`config.mk`:
```
export PLATFORM = sky130hd
export DESIGN_NAME = nand_cache_host
export DESIGN_NICKNAME = d
export VERILOG_FILES = /design/src/hw/nand_host_pkg.sv /design/src/hw/nand_bus_cycle.sv /design/src/hw/nand_cache_host.sv
export SDC_FILE = /design/constraint.sdc
export NUM_CORES = 1
export LEC_CHECK = 0
export CELL_PAD_IN_SITES_DETAIL_PLACEMENT = 0
export CELL_PAD_IN_SITES_GLOBAL_PLACEMENT = 2
export CORE_ASPECT_RATIO = 1.25
export CORE_MARGIN = 5
export CORE_UTILIZATION = 44
export CTS_CLUSTER_DIAMETER = 40
export CTS_CLUSTER_SIZE = 10
export DETAILED_ROUTE_END_ITERATION = 12
export DONT_BUFFER_PORTS = 1
export PLACE_DENSITY_LB_ADDON = 0.08
export SYNTH_ARGS = -nofsm -noshare
export SYNTH_HDL_FRONTEND = slang
export SYNTH_SLANG_ARGS = --single-unit
```
`constraint.sdc`:
```
create_clock -name clk -period 6.2 [get_ports clk]
set_clock_uncertainty 0.15 [all_clocks]
set_input_delay 0.62 -clock clk [delete_from_list [all_inputs] [get_ports clk]]
set_output_delay 0.62 -clock clk [all_outputs]
set_load 0.02 [all_outputs]
```
`src/hw/nand_host_pkg.sv`:
```
// Constants, register map and types for the cache read / program host controller
package nand_host_pkg;
  // Clock and pin timing
  localparam int CLK_PERIOD_NS = 10;
  localparam int STROBE_NS     = 20;
  localparam int STROBE_CYC    = (STROBE_NS + CLK_PERIOD_NS - 1) / CLK_PERIOD_NS;
  localparam int TURN_NS       = 100;
  localparam int TURN_CYC      = (TURN_NS + CLK_PERIOD_NS - 1) / CLK_PERIOD_NS;
  localparam int SYNC_CYC      = 2;

  // Flash command bytes
  localparam logic [7:0] CMD_READ        = 8'h00;
  localparam logic [7:0] CMD_READ_CONF   = 8'h30;
  localparam logic [7:0] CMD_CACHE_NEXT  = 8'h31;
  localparam logic [7:0] CMD_CACHE_LAST  = 8'h3f;
  localparam logic [7:0] CMD_COL_OUT     = 8'h05;
  localparam logic [7:0] CMD_COL_OUT_END = 8'he0;
  localparam logic [7:0] CMD_STATUS      = 8'h70;
  localparam logic [7:0] CMD_PROG        = 8'h80;
  localparam logic [7:0] CMD_COL_IN      = 8'h85;
  localparam logic [7:0] CMD_PROG_CONF   = 8'h10;
  localparam logic [7:0] CMD_CACHE_PROG  = 8'h15;

  // Device status byte bits
  localparam int SR_PASS_FAIL  = 0;
  localparam int SR_PREV_PF    = 1;
  localparam int SR_ARRAY_IDLE = 5;
  localparam int SR_CACHE_RDY  = 6;

  // Register byte offsets
  localparam logic [7:0] REG_CTRL   = 8'h00;
  localparam logic [7:0] REG_ADDR   = 8'h04;
  localparam logic [7:0] REG_WDATA  = 8'h08;
  localparam logic [7:0] REG_RDATA  = 8'h0c;
  localparam logic [7:0] REG_STATUS = 8'h10;
  localparam logic [7:0] REG_CFG    = 8'h14;

  // Field layout
  localparam int COL_W       = 12;
  localparam int ROW_LSB     = 16;
  localparam int ROW_W       = 16;
  localparam int PAGE_W      = 6;
  localparam int OP_W        = 4;
  localparam int ST_BUSY     = 0;
  localparam int ST_READY    = 1;
  localparam int ST_REFUSED  = 2;
  localparam int ST_CACHE_RD = 3;
  localparam int ST_LOADING  = 4;
  localparam int ST_PROGFAIL = 5;
  localparam int ST_PARTIAL  = 8;
  localparam int CFG_WP_OFF  = 0;
  localparam logic [2:0] MAX_PARTIAL = 3'h4;
  localparam logic [2:0] ADDR_FULL   = 3'h4;
  localparam logic [2:0] ADDR_COL    = 3'h2;

  typedef enum logic [3:0] {
    OP_NONE, OP_READ_START, OP_READ_NEXT, OP_READ_LAST, OP_READ_PAGE, OP_COL_OUT,
    OP_STATUS, OP_PROG_LOAD, OP_COL_IN, OP_CONFIRM, OP_CACHE_CONF, OP_RD_BYTE, OP_WR_BYTE
  } op_t;

  typedef enum logic [1:0] {CYC_CMD, CYC_ADDR, CYC_DIN, CYC_DOUT} cyc_t;
  typedef enum logic [1:0] {DATA_NONE, DATA_RD, DATA_WR} data_t;
endpackage : nand_host_pkg

```
`src/hw/nand_bus_cycle.sv`:
```
// One strobed cycle on the flash pins: command, address, data in or data out
`timescale 1ns/1ps
`default_nettype none
module nand_bus_cycle
  import nand_host_pkg::*;
(
  // Clock and reset
  input  wire logic       clk,
  input  wire logic       nrst,
  // Request from sequencer
  input  wire logic       start,
  input  wire cyc_t       kind,
  input  wire logic [7:0] byteIn,
  output logic            done,
  output logic [7:0]      byteOut,
  // Flash pins
  output logic            cle,
  output logic            ale,
  output logic            weN,
  output logic            read_strobe_n,
  output logic [7:0]      ioOut,
  output logic            ioOe,
  input  wire logic [7:0] ioInSync
);
  typedef enum logic [1:0] {B_IDLE, B_LOW, B_HIGH} bstate_t;
  bstate_t     state_q, state_d;
  logic [7:0]  cnt_q, cnt_d, byteOut_d;
  logic        cle_d, ale_d, weN_d, reN_d, ioOe_d;
  logic [7:0]  ioOut_d;

  always_comb begin
    state_d   = state_q;
    cnt_d     = cnt_q;
    byteOut_d = byteOut;
    cle_d     = cle;
    ale_d     = ale;
    weN_d     = weN;
    reN_d     = read_strobe_n;
    ioOe_d    = ioOe;
    ioOut_d   = ioOut;
    done      = 1'b0;
    unique case (state_q)
      B_IDLE: if (start) begin
        state_d = B_LOW;
        cle_d   = (kind == CYC_CMD);
        ale_d   = (kind == CYC_ADDR);
        ioOe_d  = (kind != CYC_DOUT);
        ioOut_d = byteIn;
        weN_d   = (kind == CYC_DOUT);
        reN_d   = (kind != CYC_DOUT);
        // Read data passes the pin synchroniser, so the low phase is stretched
        cnt_d   = (kind == CYC_DOUT) ? 8'(STROBE_CYC + SYNC_CYC - 1) : 8'(STROBE_CYC - 1);
      end
      B_LOW: begin
        cnt_d = cnt_q - 8'h01;
        if (cnt_q == 8'h00) begin
          if (!read_strobe_n) begin
            byteOut_d = ioInSync;
          end
          weN_d   = 1'b1;
          reN_d   = 1'b1;
          cnt_d   = 8'(STROBE_CYC - 1);
          state_d = B_HIGH;
        end
      end
      B_HIGH: begin
        cnt_d = cnt_q - 8'h01;
        if (cnt_q == 8'h00) begin
          done    = 1'b1;
          cle_d   = 1'b0;
          ale_d   = 1'b0;
          ioOe_d  = 1'b0;
          state_d = B_IDLE;
        end
      end
      default: state_d = B_IDLE;
    endcase
  end

  always_ff @(posedge clk or negedge nrst) begin
    if (!nrst) begin
      state_q       <= B_IDLE;
      cnt_q         <= 8'h00;
      byteOut       <= 8'h00;
      cle           <= 1'b0;
      ale           <= 1'b0;
      weN           <= 1'b1;
      read_strobe_n <= 1'b1;
      ioOe          <= 1'b0;
      ioOut         <= 8'h00;
    end else begin
      state_q       <= state_d;
      cnt_q         <= cnt_d;
      byteOut       <= byteOut_d;
      cle           <= cle_d;
      ale           <= ale_d;
      weN           <= weN_d;
      read_strobe_n <= reN_d;
      ioOe          <= ioOe_d;
      ioOut         <= ioOut_d;
    end
  end
endmodule : nand_bus_cycle
`default_nettype wire

```
`src/hw/nand_cache_host.sv`:
```
// Host controller sequencing cache read and page/cache program on a NAND flash
`timescale 1ns/1ps
`default_nettype none
// Overview of operation
// - Cache read start: 00h, address, 30h, wait
// - 05h, column cycles, E0h change output column
// - After status in cache read, send 00h
// - 3Fh instead of 31h ends cache read
// - Random page reselect repeats 00h, address, 31h
// - Program: 80h, address, data, then 10h
// - 85h with column redirects data load
// - Program pages of block in ascending order
// - At most four partial programs per page
// - Cache program confirms with 15h
// - Next cache program only when cache ready
// - Last page confirmed with 10h, watching pin
// - Command/address latched by rising write strobe
// - Address: two column then two row cycles
module nand_cache_host
  import nand_host_pkg::*;
(
  // Clock and reset
  input  wire logic        clk,
  input  wire logic        nrst,
  // AHB-Lite slave
  input  wire logic        hsel,
  input  wire logic [31:0] haddr,
  input  wire logic [1:0]  htrans,
  input  wire logic        hwrite,
  input  wire logic [2:0]  hsize,
  input  wire logic [31:0] hwdata,
  input  wire logic        hready,
  output logic             hreadyout,
  output logic             hresp,
  output logic [31:0]      hrdata,
  // Flash pins
  output logic             ceN,
  output logic             cle,
  output logic             ale,
  output logic             weN,
  output logic             read_strobe_n,
  output logic             wpN,
  output logic [7:0]       ioOut,
  output logic             ioOe,
  input  wire logic [7:0]  ioIn,
  input  wire logic        readyBusyN
);
  typedef enum logic [2:0] {S_IDLE, S_PRE, S_ADDR, S_POST, S_WAIT, S_RB, S_DATA, S_TAIL} sstate_t;

  // Register group
  logic             wrPend_q, wrPend_d;
  logic [7:0]       wrAddr_q, wrAddr_d;
  logic [31:0]      addr_q, addr_d, hrdata_d;
  logic [7:0]       wdata_q, wdata_d;
  logic             cfgWpOff_q, cfgWpOff_d;
  // Sequencer group
  sstate_t          state_q, state_d;
  op_t              op_q, op_d, reqOp;
  logic [2:0]       idx_q, idx_d;
  logic [7:0]       cnt_q, cnt_d, rdata_q, rdata_d;
  logic             pend_q, pend_d;
  logic             cacheRd_q, cacheRd_d, loading_q, loading_d;
  logic             refused_q, refused_d, progFail_q, progFail_d;
  logic [ROW_W-1:0] lastRow_q, lastRow_d;
  logic [2:0]       partial_q, partial_d;
  // Pin synchronisers; first stages feed only the second stages
  logic [7:0]       ioMeta_q, ioSync_q;
  logic             rbMeta_q, rbSync_q;
  // Bus cycle engine
  logic             cycStart, cycDone;
  cyc_t             cycKind;
  logic [7:0]       cycByte, cycOut;
  // Operation decode
  logic             hasPre, hasPost, waitRb, ok, ctrlWr, statWr;
  logic [7:0]       preCmd, postCmd, addrByte;
  logic [2:0]       nAddr;
  data_t            dataKind;
  logic [ROW_W-1:0] reqRow;

  assign hreadyout = 1'b1;
  assign hresp     = 1'b0;
  assign wpN       = cfgWpOff_q;
  assign ceN       = !(cacheRd_q || loading_q || state_q != S_IDLE);
  assign ctrlWr    = wrPend_q && wrAddr_q == REG_CTRL;
  assign statWr    = wrPend_q && wrAddr_q == REG_STATUS;
  assign reqOp     = op_t'(hwdata[OP_W-1:0]);
  assign reqRow    = addr_q[ROW_LSB +: ROW_W];

  // AHB-Lite registers; zero wait states, unmapped reads give zero
  always_comb begin
    wrPend_d   = hsel && htrans[1] && hready && hwrite;
    wrAddr_d   = haddr[7:0];
    addr_d     = addr_q;
    wdata_d    = wdata_q;
    cfgWpOff_d = cfgWpOff_q;
    hrdata_d   = 32'h0000_0000;
    if (wrPend_q) begin
      unique case (wrAddr_q)
        REG_ADDR:  addr_d = {hwdata[31:ROW_LSB], 4'h0, hwdata[COL_W-1:0]};
        REG_WDATA: wdata_d = hwdata[7:0];
        REG_CFG:   cfgWpOff_d = hwdata[CFG_WP_OFF];
        default:   addr_d = addr_q;
      endcase
    end
    if (hsel && htrans[1] && hready && !hwrite) begin
      unique case (haddr[7:0])
        REG_ADDR:   hrdata_d = addr_q;
        REG_WDATA:  hrdata_d = {24'h000000, wdata_q};
        REG_RDATA:  hrdata_d = {24'h000000, rdata_q};
        REG_CFG:    hrdata_d = {31'h0000_0000, cfgWpOff_q};
        REG_STATUS: begin
          hrdata_d[ST_BUSY]              = state_q != S_IDLE;
          hrdata_d[ST_READY]             = rbSync_q;
          hrdata_d[ST_REFUSED]           = refused_q;
          hrdata_d[ST_CACHE_RD]          = cacheRd_q;
          hrdata_d[ST_LOADING]           = loading_q;
          hrdata_d[ST_PROGFAIL]          = progFail_q;
          hrdata_d[ST_PARTIAL +: 3]      = partial_q;
        end
        default:    hrdata_d = 32'h0000_0000;
      endcase
    end
  end

  always_ff @(posedge clk or negedge nrst) begin
    if (!nrst) begin
      wrPend_q   <= 1'b0;
      wrAddr_q   <= 8'h00;
      addr_q     <= 32'h0000_0000;
      wdata_q    <= 8'h00;
      cfgWpOff_q <= 1'b0;
      hrdata     <= 32'h0000_0000;
    end else begin
      wrPend_q   <= wrPend_d;
      wrAddr_q   <= wrAddr_d;
      addr_q     <= addr_d;
      wdata_q    <= wdata_d;
      cfgWpOff_q <= cfgWpOff_d;
      hrdata     <= hrdata_d;
    end
  end

  // Shape of each operation on the pins
  always_comb begin
    hasPre   = 1'b1;
    preCmd   = CMD_READ;
    nAddr    = 3'h0;
    hasPost  = 1'b0;
    postCmd  = CMD_READ;
    waitRb   = 1'b0;
    dataKind = DATA_NONE;
    unique case (op_q)
      OP_READ_START: begin
        nAddr   = ADDR_FULL;
        hasPost = 1'b1;
        postCmd = CMD_READ_CONF;
        waitRb  = 1'b1;
      end
      OP_READ_NEXT: begin
        preCmd = CMD_CACHE_NEXT;
        waitRb = 1'b1;
      end
      OP_READ_LAST: begin
        preCmd = CMD_CACHE_LAST;
        waitRb = 1'b1;
      end
      OP_READ_PAGE: begin
        nAddr   = ADDR_FULL;
        hasPost = 1'b1;
        postCmd = CMD_CACHE_NEXT;
        waitRb  = 1'b1;
      end
      OP_COL_OUT: begin
        preCmd  = CMD_COL_OUT;
        nAddr   = ADDR_COL;
        hasPost = 1'b1;
        postCmd = CMD_COL_OUT_END;
      end
      OP_STATUS: begin
        preCmd   = CMD_STATUS;
        dataKind = DATA_RD;
      end
      OP_PROG_LOAD: begin
        preCmd = CMD_PROG;
        nAddr  = ADDR_FULL;
      end
      OP_COL_IN: begin
        preCmd = CMD_COL_IN;
        nAddr  = ADDR_COL;
      end
      OP_CONFIRM: begin
        preCmd = CMD_PROG_CONF;
        waitRb = 1'b1;
      end
      OP_CACHE_CONF: begin
        preCmd = CMD_CACHE_PROG;
        waitRb = 1'b1;
      end
      OP_RD_BYTE: begin
        hasPre   = 1'b0;
        dataKind = DATA_RD;
      end
      OP_WR_BYTE: begin
        hasPre   = 1'b0;
        dataKind = DATA_WR;
      end
      default: hasPre = 1'b0;
    endcase
    unique case (idx_q)
      3'h0:    addrByte = addr_q[7:0];
      3'h1:    addrByte = {4'h0, addr_q[COL_W-1:8]};
      3'h2:    addrByte = reqRow[7:0];
      default: addrByte = reqRow[15:8];
    endcase
  end

  // Whether a requested operation may go out now
  always_comb begin
    ok = rbSync_q || reqOp == OP_STATUS || reqOp == OP_RD_BYTE;
    unique case (reqOp)
      OP_READ_START: ok = ok && !loading_q;
      OP_READ_NEXT, OP_READ_LAST, OP_READ_PAGE, OP_COL_OUT: ok = ok && cacheRd_q;
      OP_PROG_LOAD: begin
        ok = ok && !cacheRd_q && !loading_q;
        if (reqRow == lastRow_q) begin
          ok = ok && partial_q < MAX_PARTIAL;
        end else if (reqRow[ROW_W-1:PAGE_W] == lastRow_q[ROW_W-1:PAGE_W]) begin
          ok = ok && reqRow[PAGE_W-1:0] > lastRow_q[PAGE_W-1:0];
        end
      end
      OP_COL_IN, OP_WR_BYTE, OP_CONFIRM, OP_CACHE_CONF: ok = ok && loading_q;
      OP_STATUS, OP_RD_BYTE: ok = 1'b1;
      default: ok = 1'b0;
    endcase
  end

  // Sequencer
  always_comb begin
    state_d    = state_q;
    op_d       = op_q;
    idx_d      = idx_q;
    cnt_d      = cnt_q;
    rdata_d    = rdata_q;
    cacheRd_d  = cacheRd_q;
    loading_d  = loading_q;
    lastRow_d  = lastRow_q;
    partial_d  = partial_q;
    refused_d  = refused_q && !(statWr && hwdata[ST_REFUSED]);
    progFail_d = progFail_q && !(statWr && hwdata[ST_PROGFAIL]);
    cycStart   = 1'b0;
    cycKind    = CYC_CMD;
    cycByte    = preCmd;
    // A request arriving while busy is refused, never queued
    if (ctrlWr && (state_q != S_IDLE || !ok)) begin
      refused_d = 1'b1;
    end
    unique case (state_q)
      S_IDLE: if (ctrlWr && ok) begin
        op_d    = reqOp;
        idx_d   = 3'h0;
        state_d = S_PRE;
        unique case (reqOp)
          OP_READ_START: cacheRd_d = 1'b1;
          OP_READ_LAST:  cacheRd_d = 1'b0;
          OP_PROG_LOAD: begin
            loading_d = 1'b1;
            lastRow_d = reqRow;
            partial_d = (reqRow == lastRow_q) ? partial_q + 3'h1 : 3'h1;
          end
          OP_CONFIRM, OP_CACHE_CONF: loading_d = 1'b0;
          default: loading_d = loading_q;
        endcase
      end
      S_PRE: begin
        if (!hasPre) begin
          state_d = S_ADDR;
        end else begin
          cycStart = !pend_q;
          if (cycDone) begin
            state_d = S_ADDR;
          end
        end
      end
      S_ADDR: begin
        if (idx_q >= nAddr) begin
          state_d = S_POST;
        end else begin
          cycStart = !pend_q;
          cycKind  = CYC_ADDR;
          cycByte  = addrByte;
          if (cycDone) begin
            idx_d = idx_q + 3'h1;
          end
        end
      end
      S_POST: begin
        cnt_d = 8'(TURN_CYC - 1);
        if (!hasPost) begin
          state_d = S_WAIT;
        end else begin
          cycStart = !pend_q;
          cycByte  = postCmd;
          if (cycDone) begin
            state_d = S_WAIT;
          end
        end
      end
      // Busy indication lags the confirm, so the pin is not trusted at once
      S_WAIT: begin
        cnt_d = cnt_q - 8'h01;
        if (cnt_q == 8'h00) begin
          state_d = waitRb ? S_RB : S_DATA;
        end
      end
      S_RB: if (rbSync_q) begin
        state_d = S_DATA;
      end
      S_DATA: begin
        if (dataKind == DATA_NONE) begin
          state_d = S_TAIL;
        end else begin
          cycStart = !pend_q;
          cycKind  = (dataKind == DATA_RD) ? CYC_DOUT : CYC_DIN;
          cycByte  = wdata_q;
          if (cycDone) begin
            state_d = S_TAIL;
            if (dataKind == DATA_RD) begin
              rdata_d = cycOut;
            end
            if (op_q == OP_STATUS && (cycOut[SR_PASS_FAIL] || cycOut[SR_PREV_PF])) begin
              progFail_d = 1'b1;
            end
          end
        end
      end
      S_TAIL: begin
        if (op_q == OP_STATUS && cacheRd_q) begin
          cycStart = !pend_q;
          cycByte  = CMD_READ;
          if (cycDone) begin
            state_d = S_IDLE;
          end
        end else begin
          state_d = S_IDLE;
        end
      end
      default: state_d = S_IDLE;
    endcase
    pend_d = (pend_q || cycStart) && !cycDone;
  end

  always_ff @(posedge clk or negedge nrst) begin
    if (!nrst) begin
      state_q    <= S_IDLE;
      op_q       <= OP_NONE;
      idx_q      <= 3'h0;
      cnt_q      <= 8'h00;
      rdata_q    <= 8'h00;
      pend_q     <= 1'b0;
      cacheRd_q  <= 1'b0;
      loading_q  <= 1'b0;
      refused_q  <= 1'b0;
      progFail_q <= 1'b0;
      lastRow_q  <= '1;
      partial_q  <= 3'h0;
      ioMeta_q   <= 8'h00;
      ioSync_q   <= 8'h00;
      rbMeta_q   <= 1'b0;
      rbSync_q   <= 1'b0;
    end else begin
      state_q    <= state_d;
      op_q       <= op_d;
      idx_q      <= idx_d;
      cnt_q      <= cnt_d;
      rdata_q    <= rdata_d;
      pend_q     <= pend_d;
      cacheRd_q  <= cacheRd_d;
      loading_q  <= loading_d;
      refused_q  <= refused_d;
      progFail_q <= progFail_d;
      lastRow_q  <= lastRow_d;
      partial_q  <= partial_d;
      ioMeta_q   <= ioIn;
      ioSync_q   <= ioMeta_q;
      rbMeta_q   <= readyBusyN;
      rbSync_q   <= rbMeta_q;
    end
  end

  nand_bus_cycle u_cycle (
    .clk           (clk),
    .nrst          (nrst),
    .start         (cycStart),
    .kind          (cycKind),
    .byteIn        (cycByte),
    .done          (cycDone),
    .byteOut       (cycOut),
    .cle           (cle),
    .ale           (ale),
    .weN           (weN),
    .read_strobe_n (read_strobe_n),
    .ioOut         (ioOut),
    .ioOe          (ioOe),
    .ioInSync      (ioSync_q)
  );
endmodule : nand_cache_host
`default_nettype wire

```
Word level (Yosys, flattened, before mapping)
Index checks and enable logic that the tools add are counted.
W data, S select, Z words.
{ "classes": {"n_addsub": 4, "order_cmp": 3, "eq_ne": 63, "mux": 79, "bitwise": 2, "reduce_logical": 80} }
{ "op_table": {"columns": ["op", "count"], "rows": [
  ["$pmux W8 S3", 3],
  ["$pmux W8 S8", 1],
  ["$mux W3", 16],
  ["$mux W8", 6],
  ["$eq A4 B4 Y1 const B", 10],
  ["$eq A4 B3 Y1 const B", 8],
  ["$eq A8 B5 Y1 const B", 4],
  ["$mux W32", 1],
  ["$pmux W8 S4", 1],
  ["$pmux W6 S5", 1],
  ["$mux W1", 25],
  ["$eq A8 B4 Y1 const B", 3],
  ["$logic_not A8 Y1", 3],
  ["$pmux W3 S8", 1],
  ["$logic_and A1 B1 Y1", 22],
  ["$mux W21", 1],
  ["$reduce_and A3 Y1", 7],
  ["$pmux W3 S2", 3],
  ["$eq A16 B16 Y1", 1],
  ["$eq A4 B2 Y1 const B", 4],
  ["$eq A8 B3 Y1 const B", 2],
  ["$ne A2 B2 Y1 const B", 8],
  ["$pmux W8 S2", 1],
  ["$sub A8 B1 Y8 const B", 2],
  ["other kinds (33)", 97]
]} }
{ "totals": {"regBits": 177, "input_bits": 83, "out_inout_bits": 49, "wordCells": 262} }

Logic depth before layout (Yosys ltp)
Gate-level depths: netlist (run 1).
{ "logic_depth": {"depth_word": 13, "ltp_mapped": 14, "depth_no_buf": 11} }

By module
From an unflattened synthesis (run 1), not the netlist that was laid out.
{ "unflattened": {"hier_cells": 758, "area_unflattened_um2": 8453.1} }
{ "by_module_without_submodules": {"columns": ["module", "instances", "cells_each", "area_per_inst_um2", "seq_area_each_um2"], "rows": [
  ["nand_cache_host", 1, 625, 6886.6, 3573.4],
  ["nand_bus_cycle", 1, 133, 1566.5, 778.2]
]} }

Worst setup path before layout (run 1)
No wires, ideal clock.
{ "synth_timing": {"path_kind": "reg-to-reg", "start": "register op_q[3]", "end": "register u_cycle.ale", "setup_ns": 0.122, "arrival_time_ns": 3.166, "required_ns": 5.928, "path_slack_ns": 2.762, "path_stages_with_launch": 15, "path_buffers": 4, "period_less_slack_ns": 3.438, "path_cell_list": "dfrtp_1 buf_2 buf_1 clkbuf_1 nand2_1 a21oi_1 ha_1 nor2b_1 o21ai_0 nand3_1 clkbuf_1 a31oi_1 nand2b_1 nand2_1 a32o_1"} }
{ "synth_between": {"elab_chain_len": 10, "word_cells_on_any_way": 40, "classes_between": "order compare (1); eq/ne (15); mux (16); reduce/logical (8)"} }
{ "synth_lines": {"columns": ["item", "line", "source"], "rows": [
  ["start: declaration", "nand_cache_host.sv:58", "op_t op_q, op_d, reqOp;"],
  ["start signal: assignment", "nand_cache_host.sv:372", "op_q <= op_d;"],
  ["parallel branches: the longest is 10 deep, another holds $ge A3 B3 Y1", null, null],
  ["end signal: assignment", "nand_bus_cycle.sv:96", "ale <= ale_d;"],
  ["end: declaration", "nand_bus_cycle.sv:18", "output logic ale,"]
]} }
Several ways; the timed one is not identified. The select of a mux whose other input is x is not followed.
A chain may end at the register's enable or synchronous reset.

Final worst setup path (run 1)
{ "layout_timing": {"start": "register op_q[0]", "end": "register u_cycle.cnt_q[4]"} }
{ "layout_between": {"elab_chain_len": 8, "word_cells_on_any_way": 32, "classes_between": "order compare (1); eq/ne (13); mux (10); reduce/logical (8)"} }
{ "layout_lines": {"columns": ["item", "line", "source"], "rows": [
  ["$eq A4 B3 Y1, or another cell as far along", "nand_cache_host.sv:152", "unique case (op_q)"],
  ["$reduce_or A3 Y1 (no line) or $reduce_or A2 Y1 (tied branches)", null, null],
  ["$pmux W3 S2 or $pmux W2 S2 (tied branches)", "nand_cache_host.sv:152", null],
  ["$ge A3 B3 Y1 or $logic_not A2 Y1 (tied branches)", "nand_cache_host.sv:285, nand_cache_host.sv:319", null],
  ["$mux W1, on equally long branches", "nand_cache_host.sv:285, nand_cache_host.sv:319", null],
  ["$pmux W1 S5 (*)", "nand_cache_host.sv:257", "unique case (state_q)"],
  ["$ne A2 B2 Y1 (no line) (*)", null, null],
  ["$reduce_and A2 Y1 (no line) (*)", null, null],
  ["end signal: assignment", "nand_bus_cycle.sv:93", "cnt_q <= cnt_d;"],
  ["end: declaration", "nand_bus_cycle.sv:27", "logic [7:0] cnt_q, cnt_d, byteOut_d;"]
]} }
Every way passes the cells marked *; elsewhere a longest branch is shown, timed or not.

==> results of run 1 <==
[synth_stat cells, drive strengths merged (11+ instances only)]
cell      n
dfstp    18
a22oi    11
nor4     11
clkbuf   30
buf      16
and2     21
nor2     63
ha       20
o21ai    52
inv      28
mux2     59
dfrtp   155
nor3     18
a21oi    38
nand3    24
nand2    98
[flip-flops by register name, summed over array words and instances, names as in the netlist, 2 cells and up]
signal and cells:
addr_q 28, cnt_q 8, hrdata 28, idx_q 3
ioMeta_q 8, ioSync_q 8, lastRow_q 16, op_q 4
partial_q 3, rdata_q 8, state_q 3, u_cycle.byteOut 8
u_cycle.cnt_q 8, u_cycle.ioOut 8, u_cycle.state_q 2, wdata_q 8
wrAddr_q 8
[report_power, final]
part | switching (mW) | internal (mW)
Sequential | 0.0915 | 1.20
Combinational | 0.317 | 0.169
Clock | 0.492 | 0.576
[layout make-up]
class / count / area [µm²]
Multi-Input combinational cell: 574 / 3712
Sequential cell: 173 / 4352
Fill cell: 1758 / 9584
Timing Repair Buffer: 6 / 65.06
Inverter: 28 / 105.1
Clock inverter: 15 / 173.9
Clock buffer: 17 / 425.4
Tap cell: 232 / 290.3
[layer usage]
metal / up-vias / track usage
li1: 2886 / -
met1: 3039 / 0.2504
met2: 172 / 0.3452
met3: 31 / 0.05270
met4: 0 / 0.06922
met5: - / 0
[logic make-up (layout without fill, tap and decap cells)]
logic type,count (synthesis),after routing,synth area share
other,2,6,0.0008984
AND/OR/NAND/NOR,286,286,0.1654
adder cells (fa/ha/maj),20,20,0.02994
XOR/XNOR,15,15,0.01572
flip-flops,173,173,0.5206
multiplexers,62,62,0.08307
AO/OA/AOI/OAI,185,185,0.1467
buffers and inverters,74,66,0.03772
[worst max-delay path, cell delays in order (launching register included)]
cell and delay, ns:
dfrtp_1 0.79, nand2_1 0.21, or2_2 0.35, a21oi_1 0.18, ha_1 0.26, nor2b_1 0.12
o21ai_0 0.30, nand3_1 0.47, a311o_1 0.68, and2_4 0.28, or4_1 0.47, nand3_1 0.10
[metrics by stage]
step	power [mW]	utilization
after detailed placement	1.772	0.4542
final	2.845	0.4877
after floorplan	1.649	-
after CTS	2.880	0.4877
after global placement	1.752	0.4542
after global routing	3.008	0.4877
[path summary, 6_finish.rpt]
path | to | cells after the start | slack, ns | from
min | cnt_q[0] | 1 | -0.004 | nrst
min reg2reg | ioSync_q[0] | 0 | 0.20 | ioMeta_q[0]
max in group asynchronous | pend_q | 1 | 5.13 | nrst
max reg2reg | u_cycle.cnt_q[4] | 11 | 1.79 | op_q[0]
max | u_cycle.cnt_q[4] | 11 | 1.79 | op_q[0]
min in group clk | ioMeta_q[4] | 0 | 0.06 | ioIn[4]
==> impl_metrics.toml, run 1 <==
[cts]
cts_max_level = 4
clk_path_buf_depth = 2
clkTransAtPathRegs_ns = 0.07
root_buffer = "clkbuf_16"
cts.sinks = 173
cts_buffers = 17
hold_buffers = 1
cts_tree = "done"
insertion_delay_ns = 0.43
cts_resized = 0
post_cts_buffers = 0

[route]
m1WireLength_mm = 8.832
finalWirelength_mm = 21.44
dr_wl_met2_mm = 10.90
ant_nets = 0
drcViolationCount = 0
top_layer = "met4"
vias_per_cell = 5.864
vias = 6128
first_pass_iters = 7
drtIter0Drc = 500
wl_met3_mm = 1.141
wl_per_cell_um = 20.51

[synth]
ys_ff_latch = 173
syn_inst = 817
avgSynthCellArea_um2 = 10.23
netlist.area_leader.share = 0.4640
yosysTopAreaCell = "dfrtp_1"
yosysSeqAreaShare = 0.5206
synthArstFlopShare = 1.000
syn_area_mm2 = 0.008359
synth.distinct_cells = 68
synthTopCellsByArea = "dfrtp_1, mux2_2, dfstp_2, nand2_1, ha_1"
ys.flop_type = "dfrtp_1"
synth_edf_count = 0
yosysWarnings = 0

[floorplan]
num_rows = 56
initial_core_util = 0.4468
die_area_mm2 = 0.02187
die_x_um = 133.3
core_mm2 = 0.01871
fp.dieH_um = 164.1
io_pins = 132

[placed_design]
hpwl_mm = 15.56
port-buffer-count = 0
gp_congestion = 0.8423
place_ws_ns = 1.843
place_area_mm2 = 0.008497
place_inst = 1012

[sta]
rsz0062_at_grt = "false"
hold-worst-slack_ns = -0.004038
hold_viol = 3
setup_viol = 0
finalSetupTns_ns = 0
finalCritPeriodShare = 0.7119
slew_headroom = 0.2556
min_period_ns = 4.414
max_freq_mhz = 226.5
worst_pin_slew_ns = 1.108
setup_slack_ns = 1.786
slew_viol_final = 0

[finish]
final_common_cell = "dfrtp_1"
instances_no_fill = 1045
area_delta_synth_final_pct = 9.145
final_layout_size_suffix_gt1_frac = 0.1587
fin_area_mm2 = 0.009124
nets = 903
mostFrequentLayoutCells = "dfrtp_1, nand2_1, nor2_1"
n_antenna_cell = 0

[pwr]
vdd_drop_max_mv = 0.1767
p_leak_nw = 4.080
p_per_area_mw_per_mm2 = 311.8

[worst_setup_path]
cp_max_fo = 21
worstPathArrival_ns = 4.63
worstSetupStartpointType = "register"
criticalPathCategory = "reg -> reg"
end_kind = "register"
cp.required_ns = 6.41

[min_path]
hold_path.class = "in -> async"

[outcome]
outcome = "finished, violations left"
violations = "negative hold slack"

[global_route]
antenna_found_initial = 0
grt_max_degree = 174
track_usage = 0.2023
grt_pass1_vias = 6097
grt_pass1_wl_mm = 34.35
grt_overflow = 0

[run]
max_cap_viol_count = 0
Power figures use the tool's default switching activity.
==> inputs of run 2 (changes only) <==
--- a/config.mk
+++ b/config.mk
@@ -9,7 +9,7 @@
 export CELL_PAD_IN_SITES_GLOBAL_PLACEMENT = 2
 export CORE_ASPECT_RATIO = 1.25
 export CORE_MARGIN = 5
-export CORE_UTILIZATION = 44
+export CORE_UTILIZATION = 37
 export CTS_CLUSTER_DIAMETER = 40
 export CTS_CLUSTER_SIZE = 10
 export DETAILED_ROUTE_END_ITERATION = 12
==> constraint.sdc (replaced) <==
create_clock -name clk -period 3.9 [get_ports clk]
set_clock_uncertainty 0.15 [all_clocks]
set_input_delay 0.39 -clock clk [delete_from_list [all_inputs] [get_ports clk]]
set_output_delay 0.39 -clock clk [all_outputs]
set_load 0.02 [all_outputs]
==> run 2 against run 1 <==
Net effect:
- routed wire length increased by 12%
- clock power up 55%
- clock-buffer cell count unchanged
- sequential share of layout area fell by 2.8 points
- power up 58%
- the flow still finishes with violations (negative hold slack)
==> impl_metrics.toml, run 2 (synthesis gave the netlist of run 1 again) <==
[cts]
insertion_delay_ns = 0.42
post_cts_buffers = 0
cts_resized = 0
hold_buffers = 47
cts_max_level = 4
root_buffer = "clkbuf_16"
clk_path_buf_depth = 2
clkTransAtPathRegs_ns = 0.07
cts_buffers = 17
cts.sinks = 173
cts_tree = "done"

[global_route]
antenna_found_initial = 0
grt_pass1_wl_mm = 37.47
grt_max_degree = 174
track_usage = 0.1913
grt_overflow = 0
grt_pass1_vias = 6488

[sta]
hold-worst-slack_ns = -0.4918
slew_viol_final = 0
setup_viol = 0
hold_viol = 173
min_period_ns = 3.368
slew_headroom = 0.4395
rsz0062_at_grt = "false"
worst_pin_slew_ns = 0.8344
finalSetupTns_ns = 0
finalCritPeriodShare = 0.8637
max_freq_mhz = 296.9

[pwr]
p_leak_nw = 4.313
p_per_area_mw_per_mm2 = 462.8
vdd_drop_max_mv = 0.3053
total_power_mw = 4.482

[outcome]
outcome = "finished, violations left"
violations = "negative hold slack"

[run]
max_cap_viol_count = 0

[worst_setup_path]
end_kind = "register"
worstSetupStartpointType = "register"
worstPathArrival_ns = 3.57
criticalPathCategory = "reg -> reg"
cp.required_ns = 4.11
cp_max_fo = 11

[route]
vias_per_cell = 5.529
ant_nets = 0
finalWirelength_mm = 24.11
drcViolationCount = 0
drtIter0Drc = 388
first_pass_iters = 8
wl_per_cell_um = 20.93
vias = 6369

[placed_design]
hpwl_mm = 17.36
port-buffer-count = 0
gp_congestion = 0.8442

[floorplan]
initial_core_util = 0.3751
io_pins = 132
fp.dieH_um = 178.1
num_rows = 61
core_mm2 = 0.02229
die_x_um = 144.4
die_area_mm2 = 0.02572

[finish]
area_delta_synth_final_pct = 15.85
final_layout_size_suffix_gt1_frac = 0.1577
mostFrequentLayoutCells = "dfrtp_1, nand2_1, nor2_1"
n_antenna_cell = 0
nets = 959
final_common_cell = "dfrtp_1"
largestRegisters = "addr_q: 28 flops, hrdata: 28 flops, lastRow_q: 16 flops"

[min_path]
hold_path.class = "in -> async"
[run 2: cell count changes in the layout (fill, tap and decap cells not counted), sizes merged]
cell,previous run,this run
buf,6,15
bufinv,1,0
clkinv,3,7
clkinvlp,4,2
dlygate4sd3,0,47
inv,35,34
[run 2: path summary, 6_finish.rpt]
path / startpoint / endpoint / cells after the start / slack, ns
min: nrst / u_cycle.cnt_q[3] / 0 / -0.49
min in group clk: hwdata[3] / cacheRd_q / 2 / 0.02
max: op_q[0] / u_cycle.cnt_q[7] / 11 / 0.53
max reg2reg: op_q[0] / u_cycle.cnt_q[7] / 11 / 0.53
max in group asynchronous: nrst / lastRow_q[12] / 0 / 3.81
min reg2reg: ioMeta_q[1] / ioSync_q[1] / 0 / 0.19
[run 2: metal layers]
layer | vias up | global-route usage | wire [µm]
met5 | - | 0 | 0
met4 | 0 | 0.05171 | 460
met3 | 25 | 0.03915 | 975
met2 | 148 | 0.3427 | 12680
met1 | 3202 | 0.2321 | 9993
li1 | 2994 | - | -
[run 2: final cells by class]
class,count,area [µm²]
inverter,28,105.1
clock buffer,17,425.4
clock inverter,15,152.6
fill,2205,12600
multi-input combinational,574,3712
sequential,173,4352
timing repair buffer,62,583.1
tap,283,354.1
[run 2: critical path, stage by stage, from the launching register on]
cell and delay (ns):
dfrtp_1 0.50, nand2_1 0.17, or2_2 0.33, a21oi_1 0.17, ha_1 0.25, nor2b_1 0.12
o21ai_0 0.29, nand3_1 0.19, a311o_1 0.37, and2_4 0.19, or4_1 0.48, nand3_1 0.10
[run 2: report_power, final]
part	switching [mW]	internal, mW	total (mW)
Clock	0.805	0.852	1.66
Sequential	0.159	1.91	2.06
Combinational	0.464	0.296	0.760
Total	1.43	3.05	4.48
[run 2: per-stage QoR]
step                      hold slack [ns]  cell area (µm²)  cells  setup WS (ns)  utilization
final                             -0.4918             9684   1152         0.5317       0.4345
after global routing              -0.5098             9684   1152         0.2984       0.4345
after CTS                         -0.5080             9684   1152         0.5282       0.4345
after detailed placement         -0.04633             8636   1073         0.5355       0.3875
after global placement           -0.04706             8636   1073         0.5783       0.3875
after floorplan                  -0.05559             8374    821         0.4623            -
